File: src/pkg/csp_consts.svh
// Constants shared by the clock supervision block: timing and reset values.
// Assumes a single 100 MHz system clock; included by its bare name.
`ifndef CSP_CONSTS_SVH
`define CSP_CONSTS_SVH

// System clock period in nanoseconds.
`define CSP_CLK_PERIOD_NS 10
// Silence on the main oscillator, in nanoseconds, that counts as a stop.
`define CSP_OSD_TIMEOUT_NS 1000
// Cycles of silence, rounded down so detection is never late.
`define CSP_OSD_CYCLES (`CSP_OSD_TIMEOUT_NS / `CSP_CLK_PERIOD_NS)
// Reset value of the clock divider.
`define CSP_RST_DIV 3'h0
// Default width of the frequency checker edge counter.
`define CSP_CNT_W 16

`endif

File: src/pkg/csp_pkg.sv
// Types of the clock supervision block: modes, sources and checker states.
// Assumes nothing beyond a SystemVerilog compiler.
package csp_pkg;

    // Operating power control modes, fastest first.
    typedef enum logic [2:0] {
        CSP_MODE_HIGH = 3'h0,
        CSP_MODE_MID_A = 3'h1,
        CSP_MODE_MID_B = 3'h2,
        CSP_MODE_LOW_A = 3'h3,
        CSP_MODE_LOW_B = 3'h4
    } csp_mode_t;

    // Clock sources that the system clock can be taken from.
    typedef enum logic [1:0] {
        CSP_SRC_MAIN = 2'h0,
        CSP_SRC_SUB = 2'h1,
        CSP_SRC_LS_ONCHIP = 2'h2,
        CSP_SRC_PLL = 2'h3
    } csp_src_t;

    // Reference selection of the frequency accuracy checker.
    typedef enum logic {
        CSP_REF_EXT = 1'b0,
        CSP_REF_INT = 1'b1
    } csp_ref_t;

    // Measurement sequencer states.
    typedef enum logic [1:0] {
        CSP_ST_IDLE = 2'h0,
        CSP_ST_ARM = 2'h1,
        CSP_ST_COUNT = 2'h2
    } csp_state_t;

endpackage

File: src/pkg/csp_meas_if.sv
// Link between the supervision top and its frequency accuracy checker.
// Assumes both ends run on the same system clock.
`timescale 1ns/1ps
interface csp_meas_if #(parameter int CNT_W = 16);
    import csp_pkg::*;
    logic en;
    csp_src_t mon_sel;
    csp_ref_t ref_sel;
    csp_src_t ref_int_sel;
    logic [CNT_W-1:0] lim_hi;
    logic [CNT_W-1:0] lim_lo;
    logic done;
    logic range_err;
    logic [CNT_W-1:0] count;

    // Control side sets up a measurement and collects the results.
    modport ctl (
        output en, mon_sel, ref_sel, ref_int_sel, lim_hi, lim_lo,
        input done, range_err, count
    );
    // Checker side performs the measurement.
    modport chk (
        input en, mon_sel, ref_sel, ref_int_sel, lim_hi, lim_lo,
        output done, range_err, count
    );
endinterface

File: src/core/csp_freq_checker.sv
// Frequency accuracy checker: counts monitored clock edges per reference
// period. Assumes clock levels arrive synchronous to ref_clk.
`timescale 1ns/1ps
`include "csp_consts.svh"
module csp_freq_checker
    import csp_pkg::*;
#(
    parameter int CNT_W = `CSP_CNT_W
) (
    // Clock and reset.
    input wire logic ref_clk,
    input wire logic rstn,
    // Oscillator levels, indexed by source code, and the external pin.
    input wire logic [3:0] osc_lvl,
    input wire logic ref_pin,
    // Link to the controlling top.
    csp_meas_if.chk m
);

    generate
        if (CNT_W < 4 || CNT_W > 32) begin : g_bad_width
            $error("csp_freq_checker: CNT_W must be 4 to 32");
        end
    endgenerate

    csp_state_t st_q, st_d;
    logic [CNT_W-1:0] cnt_q, cnt_d;
    logic [CNT_W-1:0] res_q, res_d;
    logic done_q, done_d;
    logic err_q, err_d;
    logic [3:0] lvl_q;
    logic pin_q;
    logic [3:0] rise;
    logic mon_rise;
    logic ref_rise;
    logic [CNT_W-1:0] final_cnt;

    // Edge detection on every clock level and on the reference pin.
    assign rise = osc_lvl & ~lvl_q;
    assign mon_rise = rise[m.mon_sel];
    assign ref_rise = (m.ref_sel == CSP_REF_EXT) ? (ref_pin & ~pin_q)
                                                 : rise[m.ref_int_sel];
    // Count saturates so a runaway clock still reads as too fast.
    assign final_cnt = (mon_rise && cnt_q != {CNT_W{1'b1}}) ?
                       cnt_q + 1'b1 : cnt_q;

    // Window sequencer: a window is one reference period, back to back.
    // A reference that stops stalls the window; no result is produced.
    always_comb begin
        st_d = st_q;
        cnt_d = cnt_q;
        res_d = res_q;
        done_d = 1'b0;
        err_d = 1'b0;
        unique case (st_q)
            CSP_ST_IDLE: begin
                if (m.en) begin
                    st_d = CSP_ST_ARM;
                end
            end
            CSP_ST_ARM: begin
                if (!m.en) begin
                    st_d = CSP_ST_IDLE;
                end else if (ref_rise) begin
                    st_d = CSP_ST_COUNT;
                    cnt_d = '0;
                end
            end
            CSP_ST_COUNT: begin
                cnt_d = final_cnt;
                if (!m.en) begin
                    st_d = CSP_ST_IDLE;
                end else if (ref_rise) begin
                    res_d = final_cnt;
                    done_d = 1'b1;
                    // A stopped clock counts zero and falls below the
                    // lower limit.
                    err_d = (final_cnt > m.lim_hi) ||
                            (final_cnt < m.lim_lo);
                    cnt_d = '0;
                end
            end
            default: begin
                st_d = CSP_ST_IDLE;
            end
        endcase
    end

    // State registers of the sequencer and edge detectors.
    always_ff @(posedge ref_clk or negedge rstn) begin
        if (!rstn) begin
            st_q <= CSP_ST_IDLE;
            cnt_q <= '0;
            res_q <= '0;
            done_q <= 1'b0;
            err_q <= 1'b0;
            lvl_q <= 4'h0;
            pin_q <= 1'b0;
        end else begin
            st_q <= st_d;
            cnt_q <= cnt_d;
            res_q <= res_d;
            done_q <= done_d;
            err_q <= err_d;
            lvl_q <= osc_lvl;
            pin_q <= ref_pin;
        end
    end

    assign m.done = done_q;
    assign m.range_err = err_q;
    assign m.count = res_q;

endmodule

File: src/core/csp_top.sv
// Clock supervision and power mode control: mode ordering, frequency
// accuracy checking and oscillation stop fallback. Assumes oscillator
// levels are synchronous to ref_clk and control strobes are one cycle.
//
// Overview of operation
// - One high, two middle and two low modes with own voltage and limits.
// - Checker measures a clock against external pin or internal clock.
// - Checker flags measurement end and, separately, out of range frequency.
// - Stopped sub-clock measured by on-chip oscillator reads as out of range.
// - Main clock stopping while selected switches to the low-speed oscillator.
// - Stop while sub, on-chip or PLL is selected leaves selection alone.
// - PLL left selected after its input stops runs at self-oscillation.
`timescale 1ns/1ps
`include "csp_consts.svh"
module csp_top
    import csp_pkg::*;
#(
    parameter int CNT_W = `CSP_CNT_W,
    parameter int OSD_CYCLES = `CSP_OSD_CYCLES,
    parameter logic [23:0] MAIN_KHZ = 24'h004e20,
    parameter logic [23:0] SUB_KHZ = 24'h000020,
    parameter logic [23:0] LS_ONCHIP_KHZ = 24'h0000f0,
    parameter logic [23:0] PLL_KHZ = 24'h01d4c0,
    parameter logic [23:0] LIM_HIGH_KHZ = 24'h01d4c0,
    parameter logic [23:0] LIM_MID_KHZ = 24'h0061a8,
    parameter logic [23:0] LIM_LOW_KHZ = 24'h0000f0
) (
    // Clock and reset.
    input wire logic ref_clk,
    input wire logic rstn,
    // Oscillator levels and external reference pin.
    input wire logic main_osc,
    input wire logic sub_osc,
    input wire logic low_speed_onchip_osc,
    input wire logic pll_osc,
    input wire logic ref_pin,
    // Power mode and clock change requests.
    input wire csp_mode_t mode_in,
    input wire logic mode_wr,
    input wire csp_src_t src_in,
    input wire logic [2:0] div_in,
    input wire logic clk_wr,
    // Current selection and supply level.
    output csp_mode_t mode_q,
    output csp_src_t src_q,
    output logic [2:0] div_q,
    output logic [1:0] volt_level_q,
    output logic pll_free_run,
    // Refused change reporting.
    output logic order_err,
    input wire logic order_err_clr,
    // Frequency accuracy checker setup.
    input wire logic meas_en,
    input wire csp_src_t mon_sel,
    input wire csp_ref_t ref_sel,
    input wire csp_src_t ref_int_sel,
    input wire logic [CNT_W-1:0] lim_hi,
    input wire logic [CNT_W-1:0] lim_lo,
    // Frequency accuracy checker results.
    output logic [CNT_W-1:0] meas_count,
    output logic meas_done_flag,
    output logic range_err_flag,
    input wire logic meas_done_clr,
    input wire logic range_err_clr,
    input wire logic meas_done_ie,
    input wire logic range_err_ie,
    output logic meas_irq,
    output logic range_irq,
    // Oscillation stop detection.
    input wire logic osd_en,
    output logic osd_flag,
    input wire logic osd_clr,
    input wire logic osd_ie,
    output logic osd_irq
);

    generate
        if (OSD_CYCLES < 2 || OSD_CYCLES > 65535) begin : g_bad_osd
            $error("csp_top: OSD_CYCLES must be 2 to 65535");
        end
    endgenerate

    localparam logic [15:0] OSD_LAST = 16'(OSD_CYCLES - 1);

    // Nominal frequency of a source after the divider.
    function automatic logic [23:0] freq_khz(csp_src_t s, logic [2:0] d);
        logic [23:0] f;
        f = MAIN_KHZ;
        unique case (s)
            CSP_SRC_MAIN: f = MAIN_KHZ;
            CSP_SRC_SUB: f = SUB_KHZ;
            CSP_SRC_LS_ONCHIP: f = LS_ONCHIP_KHZ;
            CSP_SRC_PLL: f = PLL_KHZ;
        endcase
        return f >> d;
    endfunction

    // Highest frequency a mode allows; an illegal code allows nothing.
    function automatic logic [23:0] mode_limit(csp_mode_t md);
        logic [23:0] l;
        l = 24'h000000;
        case (md)
            CSP_MODE_HIGH: l = LIM_HIGH_KHZ;
            CSP_MODE_MID_A, CSP_MODE_MID_B: l = LIM_MID_KHZ;
            CSP_MODE_LOW_A, CSP_MODE_LOW_B: l = LIM_LOW_KHZ;
            default: l = 24'h000000;
        endcase
        return l;
    endfunction

    // Supply level each mode demands, higher for faster modes.
    function automatic logic [1:0] mode_volt(csp_mode_t md);
        logic [1:0] v;
        v = 2'h2;
        case (md)
            CSP_MODE_HIGH: v = 2'h2;
            CSP_MODE_MID_A, CSP_MODE_MID_B: v = 2'h1;
            default: v = 2'h0;
        endcase
        return v;
    endfunction

    csp_meas_if #(.CNT_W(CNT_W)) meas ();

    logic main_prev_q;
    logic [15:0] stall_q, stall_d;
    logic main_stop_q, main_stop_d;
    logic osd_evt;
    csp_mode_t mode_d;
    csp_src_t src_d;
    logic [2:0] div_d;
    logic [1:0] volt_d;
    logic err_q, err_d;
    logic osdf_q, osdf_d;
    logic donef_q, donef_d;
    logic rngf_q, rngf_d;

    // Silence watchdog on the main oscillator; any edge restarts it.
    always_comb begin
        stall_d = stall_q;
        main_stop_d = main_stop_q;
        osd_evt = 1'b0;
        if (main_osc != main_prev_q) begin
            stall_d = 16'h0000;
            main_stop_d = 1'b0;
        end else if (stall_q != OSD_LAST) begin
            stall_d = stall_q + 16'h0001;
        end else if (!main_stop_q) begin
            main_stop_d = 1'b1;
            osd_evt = osd_en;
        end
    end

    // Mode and clock selection. Each request is refused when, against the other's
    // current value, it would leave the clock above the mode's limit, so a wrong order
    // over separate cycles shows up as a refusal instead of an overclocked core.
    always_comb begin
        mode_d = mode_q;
        src_d = src_q;
        div_d = div_q;
        err_d = err_q & ~order_err_clr;
        if (mode_wr) begin
            if (freq_khz(src_q, div_q) <= mode_limit(mode_in)) begin
                mode_d = mode_in;
            end else begin
                err_d = 1'b1;
            end
        end
        if (clk_wr) begin
            if (freq_khz(src_in, div_in) <= mode_limit(mode_q) &&
                !(src_in == CSP_SRC_MAIN && main_stop_q)) begin
                src_d = src_in;
                div_d = div_in;
            end else begin
                err_d = 1'b1;
            end
        end
        // Fallback overrides a source change requested in the same cycle; a divider change still applies.
        if (osd_evt && src_q == CSP_SRC_MAIN) begin
            src_d = CSP_SRC_LS_ONCHIP;
        end
        // Other sources stay selected when the main clock stops.
        volt_d = mode_volt(mode_d);
    end

    // Sticky event flags; a new event wins over a clear.
    always_comb begin
        osdf_d = osd_evt | (osdf_q & ~osd_clr);
        donef_d = meas.done | (donef_q & ~meas_done_clr);
        rngf_d = meas.range_err | (rngf_q & ~range_err_clr);
    end

    // Registers of all control state.
    always_ff @(posedge ref_clk or negedge rstn) begin
        if (!rstn) begin
            main_prev_q <= 1'b0;
            stall_q <= 16'h0000;
            main_stop_q <= 1'b0;
            mode_q <= CSP_MODE_HIGH;
            src_q <= CSP_SRC_LS_ONCHIP;
            div_q <= `CSP_RST_DIV;
            volt_level_q <= 2'h2;
            err_q <= 1'b0;
            osdf_q <= 1'b0;
            donef_q <= 1'b0;
            rngf_q <= 1'b0;
        end else begin
            main_prev_q <= main_osc;
            stall_q <= stall_d;
            main_stop_q <= main_stop_d;
            mode_q <= mode_d;
            src_q <= src_d;
            div_q <= div_d;
            volt_level_q <= volt_d;
            err_q <= err_d;
            osdf_q <= osdf_d;
            donef_q <= donef_d;
            rngf_q <= rngf_d;
        end
    end

    // The PLL keeps running unlocked while its input is silent.
    assign pll_free_run = (src_q == CSP_SRC_PLL) && main_stop_q;

    // Checker setup passes straight from the ports.
    assign meas.en = meas_en;
    assign meas.mon_sel = mon_sel;
    assign meas.ref_sel = ref_sel;
    assign meas.ref_int_sel = ref_int_sel;
    assign meas.lim_hi = lim_hi;
    assign meas.lim_lo = lim_lo;

    csp_freq_checker #(.CNT_W(CNT_W)) u_chk (
        .ref_clk(ref_clk),
        .rstn(rstn),
        .osc_lvl({pll_osc, low_speed_onchip_osc, sub_osc, main_osc}),
        .ref_pin(ref_pin),
        .m(meas)
    );

    // Results and gated interrupt requests.
    assign meas_count = meas.count;
    assign order_err = err_q;
    assign osd_flag = osdf_q;
    assign meas_done_flag = donef_q;
    assign range_err_flag = rngf_q;
    assign osd_irq = osdf_q & osd_ie;
    assign meas_irq = donef_q & meas_done_ie;
    assign range_irq = rngf_q & range_err_ie;

endmodule

File: config.mk
export PLATFORM = sky130hd
export DESIGN_NAME = csp_top
export DESIGN_NICKNAME = d
export VERILOG_FILES = /design/src/pkg/csp_pkg.sv /design/src/pkg/csp_meas_if.sv /design/src/core/csp_freq_checker.sv /design/src/core/csp_top.sv
export VERILOG_INCLUDE_DIRS = /design/src /design/src/pkg
export SDC_FILE = /design/constraint.sdc
export NUM_CORES = 1
export LEC_CHECK = 0
export ABC_AREA = 1
export BUFFER_PORTS_ARGS = -buffer_cell sky130_fd_sc_hd__buf_2
export CAP_MARGIN = 20
export CELL_PAD_IN_SITES_DETAIL_PLACEMENT = 1
export CELL_PAD_IN_SITES_GLOBAL_PLACEMENT = 2
export CORE_AREA = 4 4 100 197
export DETAILED_ROUTE_END_ITERATION = 16
export DIE_AREA = 0 0 104 201
export GPL_TIMING_DRIVEN = 0
export PLACE_DENSITY_LB_ADDON = 0.1
export SYNTH_ARGS = -nofsm -noshare
export SYNTH_HDL_FRONTEND = slang
export SYNTH_SLANG_ARGS = --single-unit
export TNS_END_PERCENT = 5
File: constraint.sdc
create_clock -name ref_clk -period 3.6 [get_ports ref_clk]
set_clock_uncertainty 0.05 [all_clocks]
set_input_delay 0 -clock ref_clk [delete_from_list [all_inputs] [get_ports ref_clk]]
set_output_delay 0 -clock ref_clk [all_outputs]
set_load 0.005 [all_outputs]
== Yosys cells after proc, flatten, opt, wreduce, memory -nomap -nowiden ==
Cells that the tools add are included.
Operators by class
  add/sub/neg operators: 2
  $lt $le $gt $ge: 6
  equality and inequality tests: 27
  shift-type cells: 2
  mux-type cells: 47
  bitwise operators: 18
  reductions and logical operators: 27
Operators by type and width (count)
  24-bit case mux with 4 select lines: 2
  16-bit 2-to-1 mux: 7
  17-bit case mux with 3 select lines: 2
  24-bit 2-to-1 mux: 4
  24-bit <= comparator: 2
  24-bit by 3-bit right shift with 24-bit output: 2
  16-bit by 1-bit adder with 16-bit output (second input constant): 2
  16-bit case mux with 2 select lines: 1
  1-bit 2-to-1 mux: 18
  16-bit greater-than comparator: 1
  16-bit < comparator: 1
  16-bit != test (second input constant): 1
  16-bit by 7-bit != test with 1-bit output (second input constant): 1
  3-bit by 2-bit equality test with 1-bit output (second input constant): 5
  2-bit 2-to-1 mux: 7
  2-bit equality test (second input constant): 5
  2-bit OR reduction: 5
  3-bit by 1-bit equality test with 1-bit output (second input constant): 3
  3-bit zero test: 3
  3-bit AND reduction: 3
  1-bit AND: 8
  2-bit != test (second input constant): 4
  2-bit nonzero test: 4
  2-bit by 1-bit equality test with 1-bit output (second input constant): 3
  18 further kinds: 35
Storage, ports and cells
  bits in registers: 73
  bits of input ports: 63
  output and inout port bits: 34
  logic and storage cells: 147

== Longest topological paths before layout ==
Gate-level depths: netlist of run 1.
  word-level depth: 11
  mapped depth: 23

== By module ==
A second synthesis of run 1 with hierarchy kept.
Second synthesis, totals
  cells, all modules: 844
  area total of the unflattened synthesis: 5990.7 um2
By module, submodules not included
  csp_top: instances 1, cells an instance 480, area an instance 3199.3 um2, seq. area each 803.3 um2
  csp_freq_checker: instances 1, cells an instance 364, area an instance 2791.4 um2, seq. area each 1026.0 um2

== Least setup slack after synthesis of run 1 ==
No wires, ideal clock.
  path kind: flip-flop to flip-flop
  from: reg u_chk.cnt_q[0]
  to: reg u_chk.err_q, in the netlist u_chk.m.range_err
  arrival time: 2.704 ns
  setup slack: 0.769 ns
  cell stages (with the launch flop): 20
  buffers on the path: 0
  clock period less this slack: 2.831 ns
  cell sequence: dfrtp_1 ha_1 nand3_1 inv_1 nand2_1 nor2_2 nor2_4 nand3_2 nor2_4 nand2_2 nor2_4 nand3_2 xor2_2 inv_1 ha_1 nand2_1 nor2_1 a2111oi_0 nand2_1 a21oi_1
On the way
  cells in the longest elaborated chain, start to end: 8
  elaborated cells between the ends (all ways): 10
  those cells by class: add/sub (1); order compare (2); eq/ne (1); mux (4); reduce/logical (2)
Ends and longest elaborated chain
  from (decl): RTL line csp_freq_checker.sv:27  | logic [CNT_W-1:0] cnt_q, cnt_d;
  from (signal assigned): RTL line csp_freq_checker.sv:101  | cnt_q <= cnt_d;
  branches (longest 2 deep; another with 16-bit by 1-bit adder with 16-bit output)
  16-bit 2-to-1 mux (*): RTL line csp_freq_checker.sv:44  | assign final_cnt = (mon_rise && cnt_q != {CNT_W{1'b1}}) ?
  named net u_chk.final_cnt[15]: RTL line csp_freq_checker.sv:36  | logic [CNT_W-1:0] final_cnt;
  16-bit greater-than comparator or 16-bit < comparator (tied branches): RTL line csp_freq_checker.sv:78, csp_freq_checker.sv:79
  1-bit logical OR (*): RTL line csp_freq_checker.sv:78  | err_d = (final_cnt > m.lim_hi) ||
  1-bit 2-to-1 mux (*): RTL line csp_freq_checker.sv:73  | end else if (ref_rise) begin
  1-bit 2-to-1 mux (*): RTL line csp_freq_checker.sv:71  | if (!m.en) begin
  1-bit 2-to-1 mux (*): RTL line csp_freq_checker.sv:55  | unique case (st_q)
  named net u_chk.err_d: RTL line csp_freq_checker.sv:30  | logic err_q, err_d;
  to (signal assigned): RTL line csp_freq_checker.sv:104  | err_q <= err_d;
  to (decl): RTL line csp_freq_checker.sv:30
Mark *: on every way through the listed nets, which the timed path passes.
A chain may end at the register's enable or synchronous reset.

== Worst setup path in the final report of run 1 ==
  from: reg src_q[1]
  to: reg err_q, in the netlist order_err
On the way
  cells in the longest elaborated chain, start to end: 9
  elaborated cells between the ends (all ways): 12
  those cells by class: order compare (1); eq/ne (3); shift (1); mux (6); reduce/logical (1)
Ends and longest elaborated chain
  from (decl): RTL line csp_top.sv:45  | output csp_src_t src_q,
  from (signal assigned): RTL line csp_top.sv:212  | src_q <= src_d;
  2-bit equality test, or another cell as far along: RTL line csp_top.sv:89  | unique case (s)
  24-bit case mux with 4 select lines (*): RTL line csp_top.sv:89
  24-bit 2-to-1 mux (*): RTL line csp_top.sv:162  | if (mode_wr) begin
  24-bit by 3-bit right shift with 24-bit output (*): RTL line csp_top.sv:95  | return f >> d;
  24-bit <= comparator (*): RTL line csp_top.sv:163  | if (freq_khz(src_q, div_q) <= mode_limit(mode_in)) begin
  1-bit 2-to-1 mux (*): RTL line csp_top.sv:163
  1-bit 2-to-1 mux (*): RTL line csp_top.sv:162
  1-bit 2-to-1 mux: RTL line csp_top.sv:170  | if (freq_khz(src_in, div_in) <= mode_limit(mode_q) &&
  1-bit 2-to-1 mux (*): RTL line csp_top.sv:169  | if (clk_wr) begin
  named net err_d: RTL line csp_top.sv:133  | logic err_q, err_d;
  to (signal assigned): RTL line csp_top.sv:215  | err_q <= err_d;
  to (decl): RTL line csp_top.sv:133
Mark *: on every way through the listed nets, which the timed path passes. The rest lies on a longest branch. The select of a mux whose other input is x is not followed.

==> flow_summary.toml, run 1 <==
[yosys]
synth_seq_area_share_pct = 30.5
synth_seq_cells = 72
synth_flop_cell = "dfrtp_1"
yosysMostFrequentCell = "nand2_1"
synth_top_area_share_pct = 29.6
synth.distinct_cells = 47
synthArstFlopShare_pct = 100
synth_area_leaders = "dfrtp_1 (30%), ha_1 (15%), nand2_1 (11%), inv_1 (8.7%), o21ai_0 (4.6%)"
synth_edf_count = 0
avgSynthCellArea_um2 = 7.28
synth_warnings = 0
yosysTopAreaCell = "dfrtp_1"
synthesis.nets = 946
syn_inst = 814
netlist_top_cells_count = "nand2_1 (179), inv_1 (138), dfrtp_1 (70), ha_1 (69), nor2_1 (66)"
netlist_area_mm2 = 0.00592

[setup_path]
r2r_start = "src_q[1]"
crit_path_max_incr_delay_ns = 0.59
crit_cells = 19
crit_path_top_delay_cell = "dfstp_2"
reg2reg_to = "order_err"
path_buf_inv = 4
cp_max_fo = 6
critPathKind = "flip-flop to flip-flop"
arrival_ns = 3.57
cp-end-kind = "flip-flop"
r2r_setup_slack_ns = 0.20
worst_setup_path_start_kind = "flip-flop"
worstPathRequired_ns = 3.77
r2r_cells = 19
cp_top_family = "buffers and inverters"
path_cells = "inv_1 > ha_2 > inv_1 > nand2_2 > nand2_1 > nand2_2 > inv_1 > nand2_1 > o21ai_1 > ha_1 > a21oi_2 > o21ai_1 > a31oi_1 > nor2_1 > nor2_2 > nand2_2 > nand3_1 > o211ai_1 > dlygate4sd3_1"

[grt]
grt-ovfl-total = 0
grt_first_pass_wirelength_um = 31300
grt_pass1_vias = 6647
antenna_found_initial = 0
track_usage_pct = 18.5
grt_max_degree = 66

[pwr]
clockPowerShare_pct = 25.2
p_comb_share_pct = 49.8
internal_power_uw = 2270
power_uw = 3900
p_sw_share_pct = 41.7
cellPowerDensity_mw_per_mm2 = 520
pwr-share-seq_pct = 25.0
leakagePower_uw = 0.00397
ir_drop_mv = 0.231
power_switching_uw = 1630

[hold_path]
min-delay-path-class = "input port to flip-flop"
hold_start = "ref_sel"
min_to = "u_chk.m.done"
hold_depth = 4

[finish]
post-route-util_pct = 41.2
drive_gt1_share_pct = 21.7
stdcell_count = 1175
diodes = 0
syn2layout_area_growth_pct = 26.7
nNetsFinal = 1086
postLayoutCellArea_mm2 = 0.00750
fillers = 2268

[floorplan]
initial_core_util_pct = 32.5
die_area_mm2 = 0.0209
die-width_um = 104
ioPinCount = 97
dieHeight_um = 201
core.rowCount = 70
core_mm2 = 0.0182

[routing]
firstDrtPassIters = 4
drc = 0
vias = 5835
wire_per_inst_um = 16.1
drt_iter0_drc = 109
wl_um = 18900
ant_nets = 0
vias_per_cell = 4.97

[placement]
dp.final_hpwl_um = 15800
place_congestion = 0.842
placedInstanceArea_mm2 = 0.00670
place_inst = 1125
numPortBuffers = 94

[sta]
fin_crit_ns = 3.40
max-slew-margin-rel_pct = 52.8
final-setup-viol-count = 0
rsz0062_at_grt = "no"
period_share_pct = 94.4
fmax_mhz = 294
maxSlewViolCount = 0
hold_viol = 0
tightest_slew_ns = 0.703

[cts]
clkTransAtPathRegs_ns = 0.06
cts_made_buffers = 9
clockBufferDepth = 2
root_buffer = "clkbuf_16"
clk_latency_ns = 0.34
htreeDepth = 3
cts_tree = "built"
cts_sinks = 72

[status]
outcome = "finished clean"

[run]
cap_violations = 0
-- cell families after synthesis --
family	count (synthesis)	synth area share, %
simple gates	348	27.3
xor+xnor	13	2.05
buf+inv	159	10.7
fa+ha+maj	69	14.6
compound gates	153	14.9
flops	72	30.5
-- cells in the final DEF, fill, tap and decap left out, drive strengths merged, types with 5 or more instances in the layout --
cell,instances
nand2,191
inv,143
buf,117
nor2,77
o21ai,72
dfrtp,70
ha,69
a21oi,50
nand3,46
dlygate4sd3,21
clkbuf,17
nand4,14
xor2,13
nor3,12
o22ai,10
a211oi,5
-- power by group through the flow --
stage | Clock [µW] | Combinational [µW] | Sequential [µW]
6_report | 982 | 1940 | 976
5_1_grt | 1040 | 2230 | 993
4_1_cts | 1010 | 1910 | 983
3_5_place_dp | 0 | 1850 | 999
3_3_place_gp | 0 | 1760 | 995
2_1_floorplan | 0 | 1300 | 978
-- per-stage QoR --
step	setup WS, ns	TNS, ns	hold WS, ns
CTS	0.0199	0	0.0178
floorplan	0.769	0	-0.346
finish	0.203	0	0.0187
detailed placement	-0.465	-0.465	-0.202
global placement	-0.459	-0.459	0.0750
global route	0.00121	0	0.0642
-- how the worst max path moves through the flow --
stage	startpoint	endpoint	slack (ns)
after floorplan	u_chk.cnt_q[0]	u_chk.m.range_err	0.77
after global placement	u_chk.cnt_q[0]	u_chk.m.range_err	-0.46
after CTS	u_chk.cnt_q[1]	u_chk.m.range_err	0.02
after detailed placement	u_chk.cnt_q[0]	u_chk.m.range_err	-0.46
final	src_q[1]	order_err	0.20
after global routing	u_chk.cnt_q[0]	u_chk.m.range_err	0.001
-- registers in the layout, summed over array words and instances, names as in the netlist, 2 cells and up --
signal	cells
u_chk.cnt_q	16
u_chk.lvl_q	4
src_q	2
u_chk.st_q	2
stall_q	16
u_chk.m.count	16
mode_q	3
div_q	3
volt_level_q	2
-- layer usage --
layer	vias to the layer above	part of all wire (%)	global-route usage, %
met1	2784	32	15.8
met2	98	62	40.4
met4	0	3.5	8.46
met5	-	0	0
li1	2915	-	-
met3	38	2.1	1.93
-- final cells by class --
| class | count | area (µm²) | area share [%] |
|---|---|---|---|
| Multi-Input combinational cell | 583 | 3660 | 48.8 |
| Sequential cell | 72 | 1800 | 24.0 |
| Timing Repair Buffer | 129 | 808 | 10.8 |
| Inverter | 144 | 546 | 7.27 |
| Tap cell | 216 | 270 | 3.60 |
| Clock buffer | 11 | 243 | 3.23 |
| Buffer | 15 | 90.1 | 1.20 |
| Clock inverter | 5 | 80.1 | 1.07 |
-- repair_timing --
action	CTS	global route
endpoints found under the setup margin	1	2
gates resized for setup	13	23
hold buffers	21	0
buffers inserted	6	7
pin swaps	8	12
endpoints found under the hold margin	88	0
-- worst register-to-register path, delay by kind of cell, from the launching register on --
kind	cells	cell delay, ns
AND/OR/NAND/NOR	8	0.64
AO/OA/AOI/OAI	5	0.55
adder cells (fa/ha/maj)	2	0.67
flip-flops	1	0.59
buffers and inverters	4	0.77
Note: power is estimated with default switching activity, not from simulation.
==> run 2, diff against run 1 <==
--- a/config.mk
+++ b/config.mk
@@ -14,8 +14,8 @@
 export CORE_AREA = 4 4 100 197
 export DETAILED_ROUTE_END_ITERATION = 16
 export DIE_AREA = 0 0 104 201
-export GPL_TIMING_DRIVEN = 0
 export PLACE_DENSITY_LB_ADDON = 0.1
+export RECOVER_POWER = 50
 export SYNTH_ARGS = -nofsm -noshare
 export SYNTH_HDL_FRONTEND = slang
 export SYNTH_SLANG_ARGS = --single-unit
==> run 2 against run 1 <==
  * The run now ends with max-capacitance violations, max-slew violations left
  * Wire length shrank 0.39%
  * Count of clock-buffer cells in the layout down 2
  * Sequential share of layout area is 1.1 points higher
  * Non-clock buffer count decreased by 19
  * Largest power group unchanged
==> flow_summary.toml, run 2 (synthesis results as in run 1) <==
[status]
outcome = "finished with violations"
violations = "max-capacitance violations, max-slew violations"

[finish]
fillers = 2346
nNetsFinal = 1067
final_common_cell = "nand2_1"
drive_gt1_share_pct = 17.0
syn2layout_area_growth_pct = 21.3
final_cell_mix = "nand2_1 (179), inv_1 (136), dfrtp_1 (70)"

[setup_path]
cp_top_family = "buffers and inverters"
worstPathRequired_ns = 3.78
path_cells = "inv_2 > ha_4 > inv_1 > nand2_1 > nand2_1 > nand2_2 > inv_1 > nand2_1 > o21ai_0 > ha_1 > a21oi_1 > o21ai_0 > a31oi_1 > nor2_1 > nor2_2 > nand2_2 > nand3_1 > o211ai_1 > dlygate4sd3_1"
crit_path_top_delay_cell = "dfstp_2"
arrival_ns = 3.56
crit_path_max_incr_delay_ns = 0.59
path_buf_inv = 4
cp-end-kind = "flip-flop"
crit_top_cell = "nand2_1"
critPathKind = "flip-flop to flip-flop"
worst_setup_path_start_kind = "flip-flop"
cp_max_fo = 6

[sta]
finalWorstSetupSlack_ns = 0.222
fmax_mhz = 296
final.setup.tns_ns = 0
max-slew-margin-rel_pct = -26.9
hold_viol = 0
tightest_slew_ns = 1.90
maxSlewViolCount = 73
period_share_pct = 93.8
final-setup-viol-count = 0
fin_crit_ns = 3.38

[routing]
drc = 0
drt_iter0_drc = 179
ant_nets = 0
wl_um = 18800
firstDrtPassIters = 4
vias_per_cell = 4.99
vias = 5778
wire_per_inst_um = 16.3

[placement]
dp.final_hpwl_um = 15800
numPortBuffers = 96
place_congestion = 0.849
post-place-ws_ns = 0.188

[floorplan]
die-width_um = 104
ioPinCount = 97
initial_core_util_pct = 32.5
die_area_mm2 = 0.0209
dieHeight_um = 201
core_mm2 = 0.0182
core.rowCount = 70

[grt]
grt_pass1_vias = 6589
grt_first_pass_wirelength_um = 31200
track_usage_pct = 18.7
antenna_found_initial = 1
grt_max_degree = 73
grt-ovfl-total = 0

[pwr]
ir_drop_mv = 0.220
cellPowerDensity_mw_per_mm2 = 530
leakagePower_uw = 0.00376

[cts]
root_buffer = "clkbuf_16"
cts_made_buffers = 9
clkTransAtPathRegs_ns = 0.07
htreeDepth = 3
clk_latency_ns = 0.35
clockBufferDepth = 2
cts_tree = "built"
cts_sinks = 72

[hold_path]
min-delay-path-class = "input port to flip-flop"

[run]
cap_violations = 1
[run 2: cell count changes in the layout (fill, tap and decap cells not counted), sizes merged, moves of 2 or more]
cell and change:
buf -39, clkinv +2, dlygate4sd3 -3, clkbuf +20
[run 2: repair_timing]
| item | in CTS | in global routing |
|---|---|---|
| setup endpoints to repair | 0 | 2 |
| hold buffers | 18 | 0 |
| setup buffers | 0 | 4 |
| hold endpoints to repair | 88 | 0 |
| gates resized for setup | 0 | 13 |
[run 2: path summary, 6_finish.rpt]
kind	slack, ns	depth (start not counted)	to	start
setup reg to reg	0.22	19	order_err	src_q[1]
hold reg to reg	0.38	1	u_chk.st_q[0]	u_chk.st_q[1]
hold / removal	0.03	4	osd_flag	osd_en
min in group asynchronous	0.65	2	u_chk.lvl_q[3]	rstn
setup / recovery	0.22	19	order_err	src_q[1]
max in group asynchronous	1.70	2	stall_q[13]	rstn
[run 2: tightest hold or removal path: stages]
cell,delay [ns]
buf_2,0.11
nand2_1,0.06
nor3_1,0.07
o21bai_1,0.16
[run 2: through the flow]
step	power, µW	cells	hold WS, ns	util (%)	cell area (µm²)
2_1_floorplan	2280	814	-0.346	-	5920
3_3_place_gp	2760	1118	0.0891	36.4	6640
3_5_place_dp	2850	1118	0.0862	36.4	6640
4_1_cts	3820	1152	0.0205	39.1	7130
5_1_grt	4160	1157	0.0430	39.4	7190
6_report	3810	1157	0.0251	39.4	7190
[run 2: layout make-up]
| cell class | instances | area, µm² | area share, % |
|---|---|---|---|
| antenna | 1 | 2.50 | 0.0348 |
| timing repair buffer | 125 | 714 | 9.94 |
| tap | 216 | 270 | 3.76 |
| multi-input combinational | 583 | 3540 | 49.3 |
| clock inverter | 7 | 80.1 | 1.11 |
| clock buffer | 9 | 225 | 3.13 |
| inverter | 144 | 546 | 7.59 |
| sequential | 72 | 1800 | 25.1 |
[run 2: power breakdown]
part | switching, µW | internal [µW] | total (µW)
registers | 97.4 | 894 | 991
logic | 1180 | 705 | 1890
clock network | 387 | 543 | 930
[run 2: metal layers]
metal | routed length, µm | GRT usage, % | vias to the layer above
met4 | 631 | 8.37 | 0
li1 | - | - | 2892
met1 | 6230 | 15.7 | 2755
met3 | 496 | 2.99 | 33
met5 | 0 | 0 | -
met2 | 11500 | 40.3 | 98
==> run 3, diff against run 2 <==
==> constraint.sdc (replaced) <==
create_clock -name ref_clk -period 3.6 [get_ports ref_clk]
set_clock_uncertainty 0.05 [all_clocks]
set_input_delay 0 -clock ref_clk [delete_from_list [all_inputs] [get_ports ref_clk]]
set_output_delay 0 -clock ref_clk [all_outputs]
set_load 0.05 [all_outputs]
==> run 3 against run 2 <==
  * The flow still finishes with violations (max-capacitance violations, max-slew violations)
  * Critical endpoint unchanged
  * Critical path depth unchanged
  * Cell count unchanged
  * Design area down 0.10%
  * Hold slack about the same
  * Sequential share of layout area about the same
  * Sequential power about the same
  * Die area unchanged
  * Fmax about the same
  * Clock power about the same
  * Worst setup slack about the same
  * Wire length about the same
  * Register-to-register slack about the same
==> flow_summary.toml, run 3 (synthesis results as in run 1) <==
[routing]
met3WireLength_um = 490
wire_per_inst_um = 16.3
wl_um = 18800
wl_met2_um = 11500
wl_met1_um = 6230
ant_nets = 0
vias_per_cell = 4.99
firstDrtPassIters = 4
topRoutingLayerUsed = "met4"
vias = 5777
drt_iter0_drc = 178
drc = 0

[setup_path]
crit_top_cell = "nand2_1"
crit_path_max_incr_delay_ns = 0.59
crit_path_top_delay_cell = "dfstp_2"
critPathKind = "flip-flop to flip-flop"
worst_setup_path_start_kind = "flip-flop"
path_cells = "inv_2 > ha_4 > inv_1 > nand2_1 > nand2_1 > nand2_2 > inv_1 > nand2_1 > o21ai_0 > ha_1 > a21oi_1 > o21ai_0 > a31oi_1 > nor2_1 > nor2_2 > nand2_2 > nand3_1 > o211ai_1 > dlygate4sd3_1"
arrival_ns = 3.56
cp_max_fo = 6
cp-end-kind = "flip-flop"
worstPathRequired_ns = 3.78

[sta]
fmax_mhz = 296
max-slew-margin-rel_pct = -26.9
final.setup.tns_ns = 0
final-setup-viol-count = 0
maxSlewViolCount = 73
hold_viol = 0
tightest_slew_ns = 1.90
period_share_pct = 93.8
finalWorstSetupSlack_ns = 0.222
fin_crit_ns = 3.38

[cts]
cts_made_buffers = 9
cts_sinks = 72
cts_tree = "built"
htreeDepth = 3
clk_latency_ns = 0.35
clkTransAtPathRegs_ns = 0.07
root_buffer = "clkbuf_16"
clockBufferDepth = 2

[pwr]
p_comb_share_pct = 52.4
pwr-share-seq_pct = 24.6
leakagePower_uw = 0.00373
p_sw_share_pct = 46.9
internal_power_uw = 2140
ir_drop_mv = 0.230
power_uw = 4030
clockPowerShare_pct = 23.0
cellPowerDensity_mw_per_mm2 = 562
power_switching_uw = 1890

[floorplan]
core.rowCount = 70
dieHeight_um = 201
core_mm2 = 0.0182
ioPinCount = 97
die-width_um = 104
initial_core_util_pct = 32.5
die_area_mm2 = 0.0209

[placement]
post-place-ws_ns = 0.188
place_congestion = 0.849
numPortBuffers = 96
dp.final_hpwl_um = 15800

[grt]
grt_pass1_vias = 6589
antenna_found_initial = 1
grt_max_degree = 73
grt-ovfl-total = 0
grt_first_pass_wirelength_um = 31200
track_usage_pct = 18.7

[status]
outcome = "finished with violations"
violations = "max-capacitance violations, max-slew violations"

[finish]
syn2layout_area_growth_pct = 21.2
final_cell_mix = "nand2_1 (179), inv_1 (136), dfrtp_1 (70)"
final_common_cell = "nand2_1"
drive_gt1_share_pct = 16.5
nNetsFinal = 1067

[run]
cap_violations = 1

[hold_path]
min-delay-path-class = "input port to flip-flop"
==> run 3: cell types whose count changed in the layout (fill, tap and decap cells not counted) <==
cell	previous run	this run
dfstp_1	1	0
dfstp_2	1	2
buf_2	68	62
clkbuf_1	27	33
==> run 3: per-layer routing <==
metal | up-vias | track usage, %
met4 | 0 | 8.37
met5 | - | 0
li1 | 2892 | -
met3 | 32 | 2.99
met1 | 2754 | 15.7
met2 | 99 | 40.3
==> run 3: cell type report <==
cell class | count | area (µm²)
multi-input cells | 583 | 3540
repair buffers | 125 | 707
flip-flops and latches | 72 | 1800
clock inverters | 7 | 80.1
diodes | 1 | 2.50
inverters | 144 | 546
well taps | 216 | 270
clock buffers | 9 | 225
fillers | 2345 | 11000
==> run 3: critical path: cells and delay by family, from the launching register on <==
kind                       cells  cell delay, ns
and+or+nand+nor                8            0.67
adders and majority gates      2            0.60
buffers and inverters          4            0.76
AOI/OAI and AO/OA              5            0.59
DFF                            1            0.59
==> run 3: timing repair <==
item | in CTS | in global routing
setup endpoints to repair | 0 | 2
buffers inserted | 0 | 4
hold buffers | 18 | 0
resized for setup | 0 | 13
endpoints found under the hold margin | 88 | 0
==> run 3: stage by stage <==
| step | hold WS, ns | cell area [µm²] | util [%] | instances |
|---|---|---|---|---|
| global route | 0.0430 | 7180 | 39.4 | 1157 |
| finish | 0.0253 | 7180 | 39.4 | 1157 |
| CTS | 0.0205 | 7130 | 39.1 | 1152 |
| global placement | 0.0891 | 6640 | 36.4 | 1118 |
| detailed placement | 0.0862 | 6640 | 36.4 | 1118 |
| floorplan | -0.346 | 5920 | - | 814 |
==> run 3: path summary, 6_finish.rpt <==
path,slack (ns),startpoint,depth (start not counted),endpoint
min reg2reg,0.38,u_chk.st_q[1],1,u_chk.st_q[0]
min,0.03,osd_en,4,osd_flag
max reg2reg,0.22,src_q[1],19,order_err
max,0.22,src_q[1],19,order_err
min in group asynchronous,0.65,rstn,2,u_chk.lvl_q[3]
max in group asynchronous,1.70,rstn,2,stall_q[13]
==> run 3: power groups by stage <==
stage	logic (µW)	registers [µW]	clock network, µW
finish	2110	992	929
global route	2390	1010	990
CTS	2100	995	952
detailed placement	2060	1010	0
global placement	1980	1010	0
floorplan	1300	1200	0
